### config.mk
export PLATFORM = sky130hd
export DESIGN_NAME = dbgack_handshake
export DESIGN_NICKNAME = d
export VERILOG_FILES = /design/src/logic/dbgack_pkg.sv /design/src/logic/dbgack_handshake.sv
export SDC_FILE = /design/constraint.sdc
export NUM_CORES = 1
export LEC_CHECK = 0
export ABC_AREA = 1
export BUFFER_PORTS_ARGS = -buffer_cell sky130_fd_sc_hd__buf_2
export CAP_MARGIN = 40
export CORE_ASPECT_RATIO = 0.8
export CORE_MARGIN = 2
export CORE_UTILIZATION = 54
export DETAILED_ROUTE_END_ITERATION = 10
export GPL_ROUTABILITY_DRIVEN = 0
export PLACE_DENSITY = 0.75
export REMOVE_ABC_BUFFERS = 1
export SLEW_MARGIN = 15
export SYNTH_ARGS = -nofsm -noshare
export SYNTH_HDL_FRONTEND = slang
export SYNTH_SLANG_ARGS = --single-unit
### constraint.sdc
create_clock -name clk_i -period 1.7 [get_ports clk_i]
set_clock_uncertainty 0.05 [all_clocks]
set_input_delay 0.255 -clock clk_i [delete_from_list [all_inputs] [get_ports clk_i]]
set_output_delay 0.255 -clock clk_i [all_outputs]
set_load 0.02 [all_outputs]
### src/logic/dbgack_pkg.sv
// Functional notes
// - Status-returning commands get no acknowledge
// - Error gives 64-cycle low pulse plus speedup
// - Acknowledge starts at least 32 cycles after command
// - Acknowledge disabled uses 16-cycle delay instead
// - Access not granted in 512 cycles aborts, flags
// - First acknowledge after stop/wait is long if dbg_en_i is set at the entry
// - Long low pulse resynchronises, cancels pending command
package dbgack_pkg;
   localparam int unsigned CNT_W        = 8;
   localparam logic [7:0]  ACK_MIN_DLY  = 8'h20;
   localparam logic [7:0]  NOACK_DLY    = 8'h10;
   localparam logic [7:0]  LONG_ACK_LEN = 8'h40;
   localparam logic [7:0]  SHORT_ACK_LEN = 8'h10;
   localparam logic [7:0]  SPEEDUP_LEN  = 8'h01;
   localparam logic [7:0]  ABORT_LOW_MIN = 8'h80;
   localparam logic [7:0]  RESYNC_LEN   = 8'h80;
   localparam logic [9:0]  GRANT_TMO    = 10'h200;
   localparam logic [7:0]  CNT_ONE      = 8'h01;
   localparam logic [9:0]  TMO_ONE      = 10'h001;
   localparam logic [7:0]  CNT_ZERO     = 8'h00;
   localparam logic [9:0]  TMO_ZERO     = 10'h000;

   typedef enum logic [1:0] {
      DBGACK_CMD_PLAIN,
      DBGACK_CMD_STATUS,
      DBGACK_CMD_ACCESS
   } dbgack_cmd_t;

   typedef struct packed {
      logic        valid;
      dbgack_cmd_t kind;
      logic        error;
   } dbgack_cmd_end_t;

   typedef struct packed {
      logic drv;
      logic oe;
   } dbgack_pin_t;
endpackage

### src/logic/dbgack_handshake.sv
`timescale 1ns/1ps
module dbgack_handshake (
   input  wire logic                       clk_i,
   input  wire logic                       srst_i,
   input  wire logic                       sclk_tick_i,
   input  wire logic                       dbg_en_i,
   input  wire logic                       ack_en_i,
   input  wire dbgack_pkg::dbgack_cmd_end_t cmd_end_i,
   input  wire logic                       grant_i,
   input  wire logic                       low_power_entry_i,
   input  wire logic                       pin_i,
   output logic                            pin_o,
   output logic                            pin_oe_o,
   output logic                            access_req_o,
   output logic                            access_timeout_flag_o,
   output logic                            resync_o,
   output logic                            done_o
);
   typedef enum logic [2:0] {
      S_IDLE, S_WAIT, S_ACCESS, S_LOW, S_SPEED, S_RESYNC
   } dbgack_state_t;

   dbgack_state_t state_ff, nxt_state;
   logic [7:0] cnt_ff, nxt_cnt;
   logic [7:0] low_ff, nxt_low;
   logic [7:0] len_ff, nxt_len;
   logic [9:0] tmo_ff, nxt_tmo;
   logic       err_ff, nxt_err;
   logic       lp_ff, nxt_lp;
   logic       tof_ff, nxt_tof;
   logic       send_ff, nxt_send;
   logic       pin_ff, nxt_pin;
   logic       oe_ff, nxt_oe;
   logic       req_ff, nxt_req;
   logic       rs_ff, nxt_rs;
   logic       done_ff, nxt_done;
   logic       abort_seen;

   // Abort: the host holds the released wire low for the minimum length
   assign abort_seen = sclk_tick_i && !pin_i && !oe_ff &&
                       (low_ff == dbgack_pkg::ABORT_LOW_MIN - dbgack_pkg::CNT_ONE);

   always_comb begin
      nxt_state = state_ff;
      nxt_cnt   = cnt_ff;
      nxt_len   = len_ff;
      nxt_tmo   = tmo_ff;
      nxt_err   = err_ff;
      nxt_lp    = lp_ff;
      nxt_tof   = tof_ff;
      nxt_send  = send_ff;
      nxt_pin   = 1'b1;
      nxt_oe    = 1'b0;
      nxt_req   = req_ff;
      nxt_rs    = 1'b0;
      nxt_done  = 1'b0;
      nxt_low   = low_ff;
      if (sclk_tick_i) begin
         if (pin_i || oe_ff) begin
            nxt_low = dbgack_pkg::CNT_ZERO;
         end else if (low_ff != dbgack_pkg::ABORT_LOW_MIN) begin
            nxt_low = low_ff + dbgack_pkg::CNT_ONE;
         end
      end
      case (state_ff)
         S_IDLE: begin
            if (cmd_end_i.valid) begin
               nxt_cnt  = dbgack_pkg::CNT_ZERO;
               nxt_err  = cmd_end_i.error;
               nxt_tof  = 1'b0;
               nxt_send = ack_en_i && (cmd_end_i.kind != dbgack_pkg::DBGACK_CMD_STATUS);
               if (cmd_end_i.kind == dbgack_pkg::DBGACK_CMD_ACCESS) begin
                  nxt_tmo   = dbgack_pkg::TMO_ZERO;
                  nxt_req   = 1'b1;
                  nxt_state = S_ACCESS;
               end else begin
                  nxt_state = S_WAIT;
               end
            end
         end
         S_ACCESS: begin
            nxt_tmo = tmo_ff + dbgack_pkg::TMO_ONE;
            if (sclk_tick_i && cnt_ff != dbgack_pkg::ACK_MIN_DLY) begin
               nxt_cnt = cnt_ff + dbgack_pkg::CNT_ONE;
            end
            if (grant_i) begin
               nxt_req   = 1'b0;
               nxt_state = S_WAIT;
            end else if (tmo_ff == dbgack_pkg::GRANT_TMO - dbgack_pkg::TMO_ONE) begin
               // No grant in time: give up and answer with an error
               nxt_req   = 1'b0;
               nxt_tof   = 1'b1;
               nxt_err   = 1'b1;
               nxt_send  = 1'b1;
               nxt_state = S_WAIT;
            end
         end
         S_WAIT: begin
            if (sclk_tick_i) begin
               nxt_cnt = cnt_ff + dbgack_pkg::CNT_ONE;
               if (!send_ff && cnt_ff >= dbgack_pkg::NOACK_DLY - dbgack_pkg::CNT_ONE) begin
                  nxt_done  = 1'b1;
                  nxt_state = S_IDLE;
               end else if (send_ff &&
                            cnt_ff >= dbgack_pkg::ACK_MIN_DLY - dbgack_pkg::CNT_ONE) begin
                  nxt_cnt   = dbgack_pkg::CNT_ZERO;
                  nxt_len   = (err_ff || lp_ff) ? dbgack_pkg::LONG_ACK_LEN
                                                : dbgack_pkg::SHORT_ACK_LEN;
                  nxt_lp    = 1'b0;
                  nxt_pin   = 1'b0;
                  nxt_oe    = 1'b1;
                  nxt_state = S_LOW;
               end
            end
         end
         S_LOW: begin
            nxt_pin = 1'b0;
            nxt_oe  = 1'b1;
            if (sclk_tick_i) begin
               nxt_cnt = cnt_ff + dbgack_pkg::CNT_ONE;
               if (cnt_ff == len_ff - dbgack_pkg::CNT_ONE) begin
                  nxt_cnt   = dbgack_pkg::CNT_ZERO;
                  nxt_pin   = 1'b1;
                  nxt_state = S_SPEED;
               end
            end
         end
         S_SPEED: begin
            nxt_oe = 1'b1;
            if (sclk_tick_i) begin
               nxt_cnt = cnt_ff + dbgack_pkg::CNT_ONE;
               if (cnt_ff == dbgack_pkg::SPEEDUP_LEN - dbgack_pkg::CNT_ONE) begin
                  nxt_oe    = 1'b0;
                  nxt_done  = 1'b1;
                  nxt_state = S_IDLE;
               end
            end
         end
         S_RESYNC: begin
            // Wait for the host to release the wire, then answer with a long low
            if (oe_ff) begin
               nxt_pin = 1'b0;
               nxt_oe  = 1'b1;
               if (sclk_tick_i) begin
                  nxt_cnt = cnt_ff + dbgack_pkg::CNT_ONE;
                  if (cnt_ff == dbgack_pkg::RESYNC_LEN - dbgack_pkg::CNT_ONE) begin
                     nxt_cnt   = dbgack_pkg::CNT_ZERO;
                     nxt_pin   = 1'b1;
                     nxt_state = S_SPEED;
                  end
               end
            end else if (pin_i && sclk_tick_i) begin
               nxt_cnt = dbgack_pkg::CNT_ZERO;
               nxt_pin = 1'b0;
               nxt_oe  = 1'b1;
            end
         end
         default: begin
            nxt_state = S_IDLE;
         end
      endcase
      // Set after the case so that a new entry wins over the clear of an answer
      if (dbg_en_i && low_power_entry_i) begin
         nxt_lp = 1'b1;
      end
      // An abort outside S_RESYNC overrides the pending request and answer
      if (abort_seen && state_ff != S_RESYNC) begin
         nxt_req   = 1'b0;
         nxt_send  = 1'b0;
         nxt_rs    = 1'b1;
         nxt_cnt   = dbgack_pkg::CNT_ZERO;
         nxt_pin   = 1'b1;
         nxt_oe    = 1'b0;
         nxt_state = S_RESYNC;
      end
   end

   always_ff @(posedge clk_i) begin
      if (srst_i) begin
         state_ff <= S_IDLE;
         cnt_ff   <= dbgack_pkg::CNT_ZERO;
         low_ff   <= dbgack_pkg::CNT_ZERO;
         len_ff   <= dbgack_pkg::CNT_ZERO;
         tmo_ff   <= dbgack_pkg::TMO_ZERO;
         err_ff   <= 1'b0;
         lp_ff    <= 1'b0;
         tof_ff   <= 1'b0;
         send_ff  <= 1'b0;
         pin_ff   <= 1'b1;
         oe_ff    <= 1'b0;
         req_ff   <= 1'b0;
         rs_ff    <= 1'b0;
         done_ff  <= 1'b0;
      end else begin
         state_ff <= nxt_state;
         cnt_ff   <= nxt_cnt;
         low_ff   <= nxt_low;
         len_ff   <= nxt_len;
         tmo_ff   <= nxt_tmo;
         err_ff   <= nxt_err;
         lp_ff    <= nxt_lp;
         tof_ff   <= nxt_tof;
         send_ff  <= nxt_send;
         pin_ff   <= nxt_pin;
         oe_ff    <= nxt_oe;
         req_ff   <= nxt_req;
         rs_ff    <= nxt_rs;
         done_ff  <= nxt_done;
      end
   end

   assign pin_o                 = pin_ff;
   assign pin_oe_o              = oe_ff;
   assign access_req_o          = req_ff;
   assign access_timeout_flag_o = tof_ff;
   assign resync_o              = rs_ff;
   assign done_o                = done_ff;
endmodule

==> metrics.md <==
| Metric | Value |
|---|---|
| Routed Wire Length | `6850 um` |
| Post-route insts no fill | `504` |
| Nets | `461` |
| Root Buffer | `clkbuf_8` |
| Global route overflow | `0` |
| Crit path kind | `reg -> reg` |
| Clock Latency Late Sink | `300 ps` |
| # fillers | `378` |
| Async SR Flop Fraction | `0%` |
| Peak Freq | `603 MHz` |
| Arr. time, crit path | `1800 ps` |
| First-pass GRT wire length | `about 11000 um` |
| Hold Fails Final Rpt | `0` |
| Synth top area share | `between 30% and 40%` |
| Post-Syn Area | `0.00255 mm^2` |
| Overall power | `0.00386 W` |
| Reg area | `around 830 um^2` |
| Iter 0 DRT Violations | `220` |
| Detail Route Antenna Nets | `0` |
| Vias in the first global route | `2366` |
| # hold bufs at CTS | `0` |
| Hpwl dp | `4710 um` |
| Initial antenna violation count | `0` |
| Post-synth EDFFs | `0` |
| Cell Area, Placed | `0.00284 mm^2` |
| Least-Margin Pin Slew | `about 300 ps` |
| Cells after synthesis | `between 300 and 400` |
| R2R depth | `7` |
| Final setup viols | `0` |
| Initial Utilization | `55.7%` |
| Via count | `2715` |
| Worst reg2reg path endpoint | `len_ff[6]$_SDFFE_PP0P_` |
| Multi-input logic area | `about 0.0017 mm^2` |
| Post-route cell area | `approximately 0.0033 mm^2` |
| Main area contributors after synthesis | `dfxtp_1, nand2_1, nor2_1, inv_1, a21oi_1` |
| Seq/Total Area, Yosys | `between 30% and 40%` |
| Count of final max-slew check failures | `0` |
| Netlist cell types | `37` |
| Max-cap violations | `0` |
| Top-count cell post-synth | `nand2_1` |
| First drt pass iteration count | `7` |
| Antenna Cells | `0` |
| Die ar. | `0.00528 mm^2` |
| Number of port buffers | `17` |
| Crit path to | `len_ff[6]$_SDFFE_PP0P_` |
| Core Box Area | `~0.0046 mm^2` |
| Via/cell ratio | `about 5.4` |
| Final Cycle Share | `97.6%` |
| Synth area leader | `dfxtp_1` |
| Die Wd | `80.8 um` |
| Startpoint types | `flip-flop` |
| Die Ht | `65.4 um` |
| TritonCTS buffer count | `5` |
| Reg clk slew, reported paths | `80 ps` |
| Seq cells post-synth | `40` |
| Layout cells sized above 1 | `between 30% and 40%` |
| Crit. End Element | `flip-flop` |
| Crit path launch | `state_ff[0]$_SDFFE_PP0P_` |
| Global Route Usage Sum | `25.7%` |
| Top FF cell, synth | `dfxtp_1` |
| CTS sink cnt | `40` |
| Post-synth top cells | `nand2_1, nor2_1, inv_1, dfxtp_1, a21oi_1` |
| WHS | `151 ps` |
| RSZ-0062 raised after global routing | `yes` |
| Rows | `22` |
| Placed Cells | `approximately 490` |
| Crit Reg-Reg Startpoint | `state_ff[0]$_SDFFE_PP0P_` |
| Hold path start | `low_power_entry_i` |
| CTS tree | `yes` |
| Largest net degree at the start of global routing | `14` |
| P&R area growth vs syn | `28.3%` |
| I/O pin cnt | `18` |
| Slew headroom | `80.0%` |
| Hold crit path type | `in -> reg` |
| Drt wl/cell | `13.6 um` |
| Worst vdd ir | `~920 uV` |
| CTS Buffer Depth | `2` |
| Syn Area/Cell | `6.50 um^2` |
| Reg2Reg Setup Slack | `roughly 40 ps` |
| DRC | `0` |
| Post-layout minimum cycle time | `1660 ps` |
| CTS H-tree depth | `2` |
| Required time of the critical path | `1840 ps` |
| Pleak | `1.45 nW` |
| YS warnings | `0` |
| Pwr/cell area | `1180 mW/mm^2` |
| Critical path peak fanout | `7` |
| Status | `complete, no violations` |
==> stage by stage <==
stage | setup slack [ps] | setup TNS [ps] | util [%]
floorplan | -5.57 | -5.57 | -
global placement | -173 | -631 | 62.1
detailed placement | -165 | -783 | 62.1
CTS | -10.8 | -24.4 | 65.3
global route | -88.2 | -418 | 71.5
finish | 40.3 | 0 | 71.5
==> flip-flops by register name (all words and copies together), names as in the netlist <==
name	flops
tmo_ff	10
pin_o	1
access_req_o	1
pin_oe_o	1
low_ff	8
access_timeout_flag_o	1
send_ff	1
lp_ff	1
state_ff	3
len_ff	2
done_o	1
cnt_ff	8
resync_o	1
err_ff	1
==> critical path, stage by stage (launching register included) <==
cell and delay, ps:
dfxtp_4 410, buf_4 130, nand3_2 80, buf_4 140, inv_2 80, nand4_2 130, or3_1 370, and3_1 160
==> cell usage in the layout (no fill, tap or decap), types with 8 or more instances in the layout <==
cell,count
dfxtp_1,28
a21oi_1,23
nand2_2,11
nand2_1,96
nand3_1,17
inv_1,41
nor2_1,42
nand3_2,8
nor2_2,12
buf_2,17
nor2_4,8
buf_4,29
o21ai_0,17
inv_2,16
==> layout make-up <==
cell class | count | share of cell area [%]
inverters | 60 | 7.13
flip-flops and latches | 40 | 25.4
clock buffers | 5 | 2.11
well taps | 60 | 2.30
clock inverters | 3 | 1.30
repair buffers | 50 | 10.9
multi-input cells | 286 | 50.8
==> report_power, final <==
group | leakage, nW | internal (W) | total (W) | switching [W]
logic | 1.06 | 0.000756 | 0.00185 | 0.00109
registers | 0.332 | 0.00107 | 0.00122 | 0.000153
clock network | 0.0541 | 0.000435 | 0.000793 | 0.000358
==> layer usage <==
layer,wire length (um),GRT usage (%),vias to the layer above
met5,0,0,-
met4,127,7.20,0
met3,462,4.12,16
met2,3130,40.2,106
met1,3130,36.8,1232
li1,-,-,1361
==> logic make-up (layout without fill, tap and decap cells) <==
group	count (synthesis)	count (layout)	share of synthesized area (%)
simple gates	217	217	39.9
buf+inv	66	118	11.3
compound gates	63	63	14.5
flops	40	40	31.4
fa+ha+maj	6	6	2.95
==> worst min-delay path by stage <==
| stage | to | slack (ps) | cells after the start |
|---|---|---|---|
| 2_1_floorplan | len_ff[4]$_SDFFE_PP0P_ | 270 | 1 |
| 3_3_place_gp | tmo_ff[8]$_SDFFE_PP0P_ | 390 | 2 |
| 5_1_grt | lp_ff$_SDFFE_PP0P_ | 170 | 3 |
| 3_5_place_dp | tmo_ff[8]$_SDFFE_PP0P_ | 380 | 2 |
| 6_report | lp_ff$_SDFFE_PP0P_ | 150 | 3 |
| 4_1_cts | lp_ff$_SDFFE_PP0P_ | 140 | 3 |
==> what timing repair did <==
action | CTS | global route
buffers inserted | 1 | 7
gates resized for setup | 9 | 66
endpoints found under the setup margin | 16 | 24
pin swaps | 4 | 19
No activity file was read; power rests on OpenSTA's default activity.
